## src/led_fault_defines.vh

```
/*
  Shared constants for the LED string fault and system state controller:
  serial slave address, register offsets, field positions, reset values, timing.
  Assumes inclusion by bare name from the controller design file only; the other files of the block do not include it.
*/
// How it works
// standby with an enable bit set starts the converter via soft-start
// logic supply low holds registers in reset, converter and strings off
// logic supply valid and input supply above lockout gives standby
// per string: open when pin low, short when pin near output
// open and short inputs count only while that string is enabled
// open or short merge into one per-string status bit, 1 is fault
// fault held for debounce time latches status and clears enable
// overvoltage before debounce expiry reports only the overvoltage
// strings three to five on alternate supply do open detection only
// overvoltage clears enables, stops converter, standby, global bit 0
// converter may restart after output falls below recovery level
// output below diode-check level before start: standby, global bit 2
// overtemperature clears enables, stops converter, standby, global bit 1
// reading string status clears it and re-enables faulted strings
// persistent string fault sets its bit again after fresh debounce
// after global fault: read global status, then write an enable
// converter off keeps switch node and string outputs high impedance
// host writes 1 to enable a string, 0 to disable it
// registers are reached only through the two-wire serial slave
// comparators synchronised; debounce restarts when the fault drops
// converter enable only in on state with a string enabled
`ifndef LED_FAULT_DEFINES_VH
`define LED_FAULT_DEFINES_VH
`define CLK_MHZ 50
`define DEBOUNCE_US 16000
`define SLAVE_ADDR 7'h4d
`define REG_ONOFF 8'h00
`define REG_SUPPLY_SEL 8'h1a
`define REG_STRING_STAT 8'h1b
`define REG_GLOBAL_STAT 8'h1c
`define GST_OVP 0
`define GST_OT 1
`define GST_DIODE 2
`define ONOFF_RST 5'h00
`define SUPPLY_SEL_RST 3'h0
`define CFG_RST 8'h00
`define NUM_STRINGS 5
`define SYNC_W 18
`endif

```

## src/led_fault_ctrl.v

```verilog
/*
  System state, fault handling and two-wire serial register slave of a
  five-string LED driver. Assumes analog comparator levels arrive
  asynchronously and the serial wire level is resolved outside.
*/
`timescale 1ns/1ps
`include "led_fault_defines.vh"
module led_fault_ctrl #(
  parameter DEBOUNCE_CYCLES = `DEBOUNCE_US * `CLK_MHZ,
  parameter CNT_W = 20,
  parameter [6:0] DEV_ADDR = `SLAVE_ADDR
) (
  input wire ref_clk,
  input wire srst,
  input wire vdd_ok,
  input wire vin_ok,
  input wire ovp_cmp,
  input wire vout_recovered,
  input wire diode_ok,
  input wire overtemp,
  input wire [4:0] open_cmp,
  input wire [4:0] short_cmp,
  input wire scl,
  input wire sda_in,
  output reg sda_out,
  output reg sda_oe,
  output reg converter_enable,
  output reg soft_start,
  output reg switch_node_oe,
  output reg [4:0] string_output_oe,
  output reg [4:0] string_enable_bit,
  output reg [2:0] sys_state
);
  localparam [2:0] ST_OFF = 3'd0;
  localparam [2:0] ST_SHUTDOWN = 3'd1;
  localparam [2:0] ST_STANDBY = 3'd2;
  localparam [2:0] ST_CHECK = 3'd3;
  localparam [2:0] ST_ON = 3'd4;

  localparam [2:0] I_IDLE = 3'd0;
  localparam [2:0] I_ADDR = 3'd1;
  localparam [2:0] I_CMD = 3'd2;
  localparam [2:0] I_WDATA = 3'd3;
  localparam [2:0] I_RDATA = 3'd4;

  // configuration registers kept as plain storage
  function is_cfg;
    input [7:0] a;
    begin
      is_cfg = (a >= 8'h03 && a <= 8'h07) || (a >= 8'h0b && a <= 8'h0f) ||
               (a >= 8'h17 && a <= 8'h19);
    end
  endfunction

  wire [`SYNC_W-1:0] sync_out;
  wire scl_s;
  wire sda_s;
  wire vdd_s;
  wire vin_s;
  wire ovp_s;
  wire rec_s;
  wire diode_s;
  wire ot_s;
  wire [4:0] open_s;
  wire [4:0] short_s;

  sync2 #(.W(`SYNC_W)) u_sync (
    .ref_clk(ref_clk),
    .srst(srst),
    .din({scl, sda_in, vdd_ok, vin_ok, ovp_cmp, vout_recovered, diode_ok,
          overtemp, open_cmp, short_cmp}),
    .dout(sync_out)
  );
  assign {scl_s, sda_s, vdd_s, vin_s, ovp_s, rec_s, diode_s, ot_s, open_s,
          short_s} = sync_out;

  // logic supply low holds everything in reset
  wire rst_all = srst | ~vdd_s;

  reg [2:0] state;
  reg [4:0] en;
  reg [2:0] supply_sel;
  reg [4:0] string_stat;
  reg [2:0] global_stat;
  reg ovp_hold;
  reg need_cmd;
  reg [7:0] cfg_mem [0:31];

  // serial slave state
  reg [2:0] i_state;
  reg [3:0] bit_cnt;
  reg ack_phase;
  reg [7:0] shreg;
  reg [7:0] ptr;
  reg scl_q;
  reg sda_q;
  reg wr_pulse;
  reg [7:0] wr_addr;
  reg [7:0] wr_data;
  reg rd_pulse;
  reg [7:0] rd_addr;
  reg [7:0] rd_val;

  wire start_c = scl_s & scl_q & sda_q & ~sda_s;
  wire stop_c = scl_s & scl_q & ~sda_q & sda_s;
  wire scl_rise = scl_s & ~scl_q;
  wire scl_fall = ~scl_s & scl_q;

  reg [7:0] rd_mux;
  always @* begin
    rd_mux = 8'h00;
    if (ptr == `REG_ONOFF)
      rd_mux = {3'h0, en};
    else if (ptr == `REG_SUPPLY_SEL)
      rd_mux = {5'h0, supply_sel};
    else if (ptr == `REG_STRING_STAT)
      rd_mux = {3'h0, string_stat};
    else if (ptr == `REG_GLOBAL_STAT)
      rd_mux = {5'h0, global_stat};
    else if (is_cfg(ptr))
      rd_mux = cfg_mem[ptr[4:0]];
  end

  // two-wire slave: the only path to the registers
  always @(posedge ref_clk) begin
    if (rst_all) begin
      i_state <= I_IDLE;
      bit_cnt <= 4'd0;
      ack_phase <= 1'b0;
      shreg <= 8'h00;
      ptr <= 8'h00;
      scl_q <= 1'b1;
      sda_q <= 1'b1;
      sda_oe <= 1'b0;
      sda_out <= 1'b0;
      wr_pulse <= 1'b0;
      wr_addr <= 8'h00;
      wr_data <= 8'h00;
      rd_pulse <= 1'b0;
      rd_addr <= 8'h00;
      rd_val <= 8'h00;
    end else begin
      scl_q <= scl_s;
      sda_q <= sda_s;
      wr_pulse <= 1'b0;
      rd_pulse <= 1'b0;
      if (start_c) begin
        i_state <= I_ADDR;
        bit_cnt <= 4'd0;
        ack_phase <= 1'b0;
        sda_oe <= 1'b0;
      end else if (stop_c) begin
        i_state <= I_IDLE;
        sda_oe <= 1'b0;
      end else if (i_state != I_IDLE && scl_rise) begin
        if (bit_cnt < 4'd8) begin
          shreg <= {shreg[6:0], sda_s};
          bit_cnt <= bit_cnt + 4'd1;
        end else if (i_state == I_RDATA && ack_phase && sda_s) begin
          // master declined more data
          i_state <= I_IDLE;
          sda_oe <= 1'b0;
        end
      end else if (i_state != I_IDLE && scl_fall) begin
        if (bit_cnt == 4'd8 && !ack_phase) begin
          ack_phase <= 1'b1;
          case (i_state)
            I_ADDR: begin
              if (shreg[7:1] == DEV_ADDR) begin
                sda_oe <= 1'b1;
                i_state <= shreg[0] ? I_RDATA : I_CMD;
              end else begin
                i_state <= I_IDLE;
              end
            end
            I_CMD: begin
              ptr <= shreg;
              sda_oe <= 1'b1;
              i_state <= I_WDATA;
            end
            I_WDATA: begin
              wr_pulse <= 1'b1;
              wr_addr <= ptr;
              wr_data <= shreg;
              ptr <= ptr + 8'd1;
              sda_oe <= 1'b1;
            end
            default: sda_oe <= 1'b0;
          endcase
        end else if (bit_cnt == 4'd8) begin
          ack_phase <= 1'b0;
          bit_cnt <= 4'd0;
          if (i_state == I_RDATA) begin
            // fetch and present the next byte; pointer moves on
            shreg <= rd_mux;
            sda_oe <= ~rd_mux[7];
            rd_pulse <= 1'b1;
            rd_addr <= ptr;
            rd_val <= rd_mux;
            ptr <= ptr + 8'd1;
          end else begin
            sda_oe <= 1'b0;
          end
        end else if (i_state == I_RDATA) begin
          sda_oe <= ~shreg[7];
        end
      end
    end
  end

  wire wr_onoff = wr_pulse && wr_addr == `REG_ONOFF;
  wire [4:0] rd_clr1 = (rd_pulse && rd_addr == `REG_STRING_STAT) ? rd_val[4:0] : 5'h0;
  wire [2:0] rd_clr2 = (rd_pulse && rd_addr == `REG_GLOBAL_STAT) ? rd_val[2:0] : 3'h0;

  // strings 3..5 on an alternate supply lose short detection
  wire [4:0] alt_src = {supply_sel, 2'b00};
  wire run = (state == ST_ON);
  wire [4:0] raw_fault = en & {5{run}} & (open_s | (short_s & ~alt_src));
  wire [4:0] expire;

  genvar g;
  generate
    for (g = 0; g < `NUM_STRINGS; g = g + 1) begin : g_deb
      fault_debounce #(.CYCLES(DEBOUNCE_CYCLES), .CNT_W(CNT_W)) u_deb (
        .ref_clk(ref_clk),
        .rst(rst_all),
        .fault(raw_fault[g]),
        .expired(expire[g])
      );
    end
  endgenerate

  wire ovp_ev = ovp_s & run;
  wire ot_ev = ot_s & (state == ST_STANDBY || state == ST_CHECK || run);
  wire diode_ev = (state == ST_CHECK) & ~diode_s;
  wire gevt = ovp_ev | ot_ev | diode_ev;

  reg [4:0] next_en;
  reg [2:0] next_state;
  reg [2:0] next_gstat;
  always @* begin
    next_en = en;
    if (wr_onoff)
      next_en = wr_data[4:0];
    next_en = next_en | rd_clr1;
    next_en = next_en & ~expire;
    // fault clear wins over a same-cycle host write, for safety
    if (gevt)
      next_en = 5'h00;
    next_gstat = global_stat & ~rd_clr2;
    next_gstat[`GST_OVP] = next_gstat[`GST_OVP] | ovp_ev;
    next_gstat[`GST_OT] = next_gstat[`GST_OT] | ot_ev;
    next_gstat[`GST_DIODE] = next_gstat[`GST_DIODE] | diode_ev;
    next_state = state;
    case (state)
      ST_OFF, ST_SHUTDOWN: begin
        if (vin_s)
          next_state = ST_STANDBY;
      end
      ST_STANDBY: begin
        if (!vin_s)
          next_state = ST_OFF;
        else if (|en && global_stat == 3'h0 && !need_cmd && !ovp_hold && !ot_s)
          next_state = ST_CHECK;
      end
      ST_CHECK: begin
        // output sensed before switching starts
        if (gevt)
          next_state = ST_STANDBY;
        else
          next_state = ST_ON;
      end
      ST_ON: begin
        if (!vin_s)
          next_state = ST_OFF;
        else if (gevt || next_en == 5'h00)
          next_state = ST_STANDBY;
      end
      default: next_state = ST_OFF;
    endcase
  end

  wire conv_next = (next_state == ST_ON) & (|next_en);

  always @(posedge ref_clk) begin
    if (rst_all) begin
      // catch supply levels while held, after synchronising
      state <= (srst || !vin_s) ? ST_OFF : ST_SHUTDOWN;
      sys_state <= (srst || !vin_s) ? ST_OFF : ST_SHUTDOWN;
      en <= `ONOFF_RST;
      supply_sel <= `SUPPLY_SEL_RST;
      string_stat <= 5'h00;
      global_stat <= 3'h0;
      ovp_hold <= 1'b0;
      need_cmd <= 1'b0;
      converter_enable <= 1'b0;
      soft_start <= 1'b0;
      switch_node_oe <= 1'b0;
      string_output_oe <= 5'h00;
      string_enable_bit <= 5'h00;
    end else begin
      state <= next_state;
      sys_state <= next_state;
      en <= next_en;
      string_enable_bit <= next_en;
      if (wr_pulse && wr_addr == `REG_SUPPLY_SEL)
        supply_sel <= wr_data[2:0];
      // new events win over a clearing read; global events mask string ones
      string_stat <= (string_stat & ~rd_clr1) | (expire & {5{~gevt}});
      global_stat <= next_gstat;
      if (ovp_ev)
        ovp_hold <= 1'b1;
      else if (rec_s)
        ovp_hold <= 1'b0;
      // a fresh enable command is needed once global faults are read out
      if (gevt)
        need_cmd <= 1'b1;
      else if (wr_onoff && global_stat == 3'h0 && |wr_data[4:0])
        need_cmd <= 1'b0;
      converter_enable <= conv_next;
      soft_start <= conv_next & ~converter_enable;
      switch_node_oe <= conv_next;
      string_output_oe <= next_en & {5{conv_next}};
    end
  end

  // configuration bytes are stored only; they have no effect in this block
  integer k;
  always @(posedge ref_clk) begin
    if (rst_all) begin
      for (k = 0; k < 32; k = k + 1)
        cfg_mem[k] <= `CFG_RST;
    end else if (wr_pulse && is_cfg(wr_addr)) begin
      cfg_mem[wr_addr[4:0]] <= wr_data;
    end
  end
endmodule // led_fault_ctrl

```

## src/sync2.v

```verilog
/*
  Two flip-flop synchroniser for a vector of asynchronous levels.
  Assumes each bit is an independent level; no word coherence across bits.
*/
`timescale 1ns/1ps
module sync2 #(
  parameter W = 1
) (
  input wire ref_clk,
  input wire srst,
  input wire [W-1:0] din,
  output reg [W-1:0] dout
);
  reg [W-1:0] meta;

  always @(posedge ref_clk) begin
    if (srst) begin
      meta <= {W{1'b0}};
      dout <= {W{1'b0}};
    end else begin
      meta <= din;
      dout <= meta;
    end
  end
endmodule // sync2

```

## src/fault_debounce.v

```verilog
/*
  Debounce timer for one string fault level: pulses once when the level
  has stood for CYCLES clocks. Assumes the input is already synchronised.
*/
`timescale 1ns/1ps
module fault_debounce #(
  parameter CYCLES = 800000,
  parameter CNT_W = 20
) (
  input wire ref_clk,
  input wire rst,
  input wire fault,
  output reg expired
);
  reg [CNT_W-1:0] cnt;

  always @(posedge ref_clk) begin
    if (rst) begin
      cnt <= {CNT_W{1'b0}};
      expired <= 1'b0;
    end else if (!fault) begin
      // any drop restarts the interval
      cnt <= {CNT_W{1'b0}};
      expired <= 1'b0;
    end else if (cnt == CYCLES[CNT_W-1:0] - 1'b1) begin
      cnt <= CYCLES[CNT_W-1:0];
      expired <= 1'b1;
    end else begin
      // saturates at CYCLES so one held fault pulses once
      cnt <= (cnt == CYCLES[CNT_W-1:0]) ? cnt : cnt + 1'b1;
      expired <= 1'b0;
    end
  end
endmodule // fault_debounce

```

## config.mk

```make
export PLATFORM = sky130hd
export DESIGN_NAME = led_fault_ctrl
export DESIGN_NICKNAME = d
export VERILOG_FILES = /design/src/led_fault_ctrl.v /design/src/sync2.v /design/src/fault_debounce.v
export VERILOG_INCLUDE_DIRS = /design/src
export SDC_FILE = /design/constraint.sdc
export NUM_CORES = 1
export LEC_CHECK = 0
export BUFFER_PORTS_ARGS = -buffer_cell sky130_fd_sc_hd__clkbuf_2
export CELL_PAD_IN_SITES_DETAIL_PLACEMENT = 0
export CELL_PAD_IN_SITES_GLOBAL_PLACEMENT = 1
export CORE_MARGIN = 2
export CORE_UTILIZATION = 52
export CTS_CLUSTER_DIAMETER = 60
export DETAILED_ROUTE_END_ITERATION = 16
export HOLD_SLACK_MARGIN = 0.05
export PLACE_DENSITY_LB_ADDON = 0.2
export REMOVE_ABC_BUFFERS = 1
export SETUP_SLACK_MARGIN = 0.5
export SLEW_MARGIN = 20
export SYNTH_ARGS = -nofsm -noshare
export SYNTH_HDL_FRONTEND = slang
export SYNTH_SLANG_ARGS = --single-unit
```

## constraint.sdc

```tcl
create_clock -name ref_clk -period 2.9 [get_ports ref_clk]
set_input_delay 0 -clock ref_clk [delete_from_list [all_inputs] [get_ports ref_clk]]
set_output_delay 0 -clock ref_clk [all_outputs]
set_load 0.02 [all_outputs]
```

==> reports/metrics.json <==
{
  "yosys": {
    "mean_area_per_synthesized_cell_sq_um": 12.0,
    "synth_cell_types": 81,
    "synth.yosys.warnings": 0,
    "yosys_most_used_dff": "edfxtp_1",
    "synthesis.area_sq_mm": 0.0209,
    "netlist_instances": 1741,
    "portion_of_the_post_synthesis_area_used_by_sequential_elements": 0.591,
    "synth_seq_cells": 488,
    "ys_async_sr_fraction": 0,
    "synth_edf_count": 256
  },
  "sta": {
    "fin_skew_ps": 20.7,
    "timing.max_slew.rel_slack": 0.447,
    "finalCriticalPeriod_ps": 2360,
    "post-route-period-util": 0.815,
    "max_clock_freq_mhz": 423,
    "max_slew.worst_pin.slew_ps": 826,
    "finalSetupViolCount": 0,
    "rsz0062_at_grt": "true",
    "final_hold_violation_count": 0,
    "totalNegativeSetupSlack_ps": 0,
    "final_max_slew_viol_count": 0
  },
  "clock_tree": {
    "clock_root_buffer": "clkbuf_16",
    "cts.reportedPaths.clkPinSlew_ps": 60,
    "cts_made_buffers": 52,
    "clk-insertion-delay-late_ps": 590,
    "cts.path.max_buffers": 3,
    "cts_tree": "yes",
    "cts_htree_levels": 2,
    "tritoncts_num_sinks": 488
  },
  "floorplan": {
    "coreArea_sq_mm": 0.0396,
    "initial_core_util": 0.526,
    "std_cell_rows": 73,
    "die_area_sq_mm": 0.0417,
    "die_height_um": 204,
    "chipWidth_um": 204,
    "io_pins": 38
  },
  "run_status": {
    "status": "finished, final reports clean"
  },
  "grt": {
    "first_pass_grt_wire_length_um": 76600,
    "antenna_violations_before_repair": 0,
    "grt_usage": 0.240,
    "first_global_vias": 13700,
    "pin_count_of_the_biggest_net_entering_global_routing": 65,
    "globalRouteOverflowTotal": 0
  },
  "route": {
    "wl_met2_um": 22800,
    "post-route-drc-count": 0,
    "ant_nets": 0,
    "detailroute.wirelength.met3_um": 3030,
    "first_pass_iters": 5,
    "wl_met1_um": 21800,
    "total_via_count_after_detailed_routing": 13800,
    "avgRoutedWirePerCell_um": 18.9,
    "top_layer": "met4",
    "wirelength_um": 48700,
    "via_density": 5.35,
    "number_of_design_rule_violations_left_by_the_first_detailed_router_iteration": 889
  },
  "power_and_ir_drop": {
    "static-leakage-power_nw": 9.10,
    "irDropWorstVdd_uv": 452,
    "power.density_cell_area_mw_per_mm2": 593
  },
  "placed_design": {
    "place.detailed.hpwl_um": 32900,
    "gp_congestion": 0.865,
    "port_buffers": 36
  },
  "critical_path": {
    "startpoint_type": "register",
    "timing.critical_path.fanout_max": 7,
    "timing.critical_path.arrival_ps": 2830,
    "reg2reg_slack_ps": 540,
    "critical_path.reg2reg.endpoint": "shreg[3]",
    "timing.critical_path.cells": "inv_1, ha_1, or3b_2, o21a_1, o221ai_2, o311ai_0, a22oi_1, a211oi_1",
    "stages_on_the_worst_setup_path": 8,
    "timing.critical_path.from": "ptr[1]",
    "path_class": "reg -> reg",
    "timing.critical_path.to_type": "register",
    "worst-path-buf-inv": 1,
    "timing.critical_path.max_delay_family": "compound AO/OA/AOI/OAI gates",
    "cp_slowest_stage_delay_ps": 530,
    "crit_slowest_cell": "or3b_2",
    "endpoint": "shreg[3]",
    "timing.critical_path.required_ps": 3370,
    "depth_of_the_worst_register_to_register_path": 8,
    "critical_path.reg2reg.startpoint": "ptr[1]"
  },
  "min_path": {
    "min_from": "u_sync.meta[11]",
    "worst_hold_path_type": "reg -> reg"
  },
  "finish": {
    "synthToLayoutAreaGrowth_pct": 18.9,
    "antenna-diode-count": 0,
    "final_nets": 2048,
    "num-fill-cells": 3180,
    "drive_above_1_share": 0.150,
    "postLayoutCoreUtil": 0.626
  },
  "job": {
    "drv.max_cap_violation_count": 0
  }
}
==> flip-flops by register name, indices dropped and copies added, names as in the netlist, 8 cells and up, named ones only <==
name,flops
cfg_mem,256
g_deb.u_deb.cnt,100
ptr,8
rd_addr,8
shreg,8
u_sync.dout,18
u_sync.meta,18
wr_addr,8
wr_data,8
==> report_power, final <==
| part | switching [mW] | internal, mW |
|---|---|---|
| registers | 0.0683 | 7.45 |
| clock network | 2.74 | 4.16 |
| logic | 0.155 | 0.146 |
==> metal layers <==
layer	global-route usage	up-vias
li1	-	6658
met1	0.336	6710
met2	0.387	360
met3	0.0413	67
met5	0	-
met4	0.0652	0
==> how the worst min path moves through the flow <==
stage / cells after the start / endpoint / slack, ps
3_3_place_gp: 2 / u_sync.meta[4] / 210
3_5_place_dp: 2 / u_sync.meta[2] / 210
2_1_floorplan: 1 / u_sync.dout[0] / 70
4_1_cts: 1 / u_sync.dout[6] / 440
5_1_grt: 1 / u_sync.dout[15] / 450
6_report: 1 / u_sync.dout[11] / 430
==> repair_timing <==
action                                  in CTS  in global routing
hold buffers                                37                  0
endpoints found under the hold margin       42                  0
gates resized for setup                     10                 25
endpoints found under the setup margin      36                 69
pin swaps                                    0                  6
buffers inserted                             8                 14
==> cell usage after synthesis (4+ instances only) <==
| library cell | n | area share |
|---|---|---|
| clkbuf_1 | 52 | 0.0094 |
| nor2_1 | 230 | 0.041 |
| and4_1 | 11 | 0.0046 |
| ha_1 | 16 | 0.0096 |
| buf_4 | 11 | 0.0040 |
| nand2b_1 | 24 | 0.0072 |
| a31oi_1 | 7 | 0.0021 |
| buf_1 | 5 | 0.00090 |
| nand4b_1 | 7 | 0.0029 |
| mux4_1 | 9 | 0.011 |
| xnor2_1 | 30 | 0.013 |
| a211oi_1 | 6 | 0.0022 |
| mux2_2 | 9 | 0.0049 |
| o21a_1 | 8 | 0.0029 |
| or3_1 | 10 | 0.0030 |
| o211ai_1 | 7 | 0.0025 |
| or4_1 | 7 | 0.0025 |
| or2_2 | 4 | 0.0012 |
| xor2_1 | 61 | 0.026 |
| a32oi_1 | 4 | 0.0017 |
| nand2_1 | 99 | 0.018 |
| nor4_1 | 15 | 0.0045 |
| and3_1 | 25 | 0.0075 |
| inv_1 | 43 | 0.0077 |
| nand4_1 | 28 | 0.0084 |
| edfxtp_1 | 256 | 0.37 |
| a21oi_1 | 46 | 0.011 |
| buf_2 | 10 | 0.0024 |
| a22o_1 | 5 | 0.0021 |
| nand3_1 | 51 | 0.012 |
| nor3_2 | 4 | 0.0019 |
| nand3b_1 | 4 | 0.0014 |
| nor2b_1 | 59 | 0.018 |
| and2_1 | 108 | 0.032 |
| o21ai_0 | 36 | 0.0086 |
| a22oi_1 | 14 | 0.0050 |
| nor3b_1 | 5 | 0.0018 |
| nor3_1 | 28 | 0.0067 |
| mux2i_1 | 36 | 0.017 |
| mux4_2 | 58 | 0.063 |
| dfxtp_1 | 232 | 0.22 |
==> layout make-up <==
type | count | area [sq um] | share of cell area
Clock buffer | 60 | 1360 | 0.0549
Clock inverter | 36 | 424 | 0.0171
Inverter | 43 | 161 | 0.00651
Multi-Input combinational cell | 1281 | 8670 | 0.349
Sequential cell | 488 | 12300 | 0.498
Tap cell | 525 | 657 | 0.0265
Timing Repair Buffer | 146 | 1190 | 0.0479
==> cell families after synthesis <==
group | count (synthesis) | synth area share
AOI/OAI and AO/OA | 168 | 0.0532
xor gates and xnor gates | 91 | 0.0382
adders and majority gates | 16 | 0.00960
buffers and inverters | 124 | 0.0257
DFF | 488 | 0.591
muxes | 112 | 0.0961
other | 1 | 0.000180
and+or+nand+nor | 741 | 0.186
==> through the flow <==
stage	instances	area, sq um	hold WS [ps]	total power [mW]	worst slack (ps)
2_1_floorplan	1812	21100	71.6	7.79	-1860
3_3_place_gp	2424	22300	212	7.91	207
3_5_place_dp	2424	22300	213	7.92	167
4_1_cts	2565	24600	435	14.8	502
5_1_grt	2579	24800	455	15.2	353
6_report	2579	24800	432	14.7	537
==> layout by cell type (no fill, tap or decap), types with 13 or more instances in the layout <==
cell type      Yosys  final
inv_1             43     42
nor2_1           230    230
o21ai_0           36     34
nand2b_1          24     18
dlygate4sd3_1      0     37
nor4_1            15     15
a21oi_1           46     45
buf_4             11     65
nand4_1           28     28
conb_1             1    153
mux4_2            58     60
clkbuf_2           1     36
edfxtp_1         256    256
dfxtp_1          232    228
nand2_1           99     99
nand3_1           51     51
nor2b_1           59     58
and3_1            25     23
ha_1              16     16
nor3_1            28     24
clkbuf_16          0     52
xor2_1            61     61
and2_1           108    108
mux2i_1           36     36
xnor2_1           30     30
a22oi_1           14     13
Power figures use the tool's default switching activity.
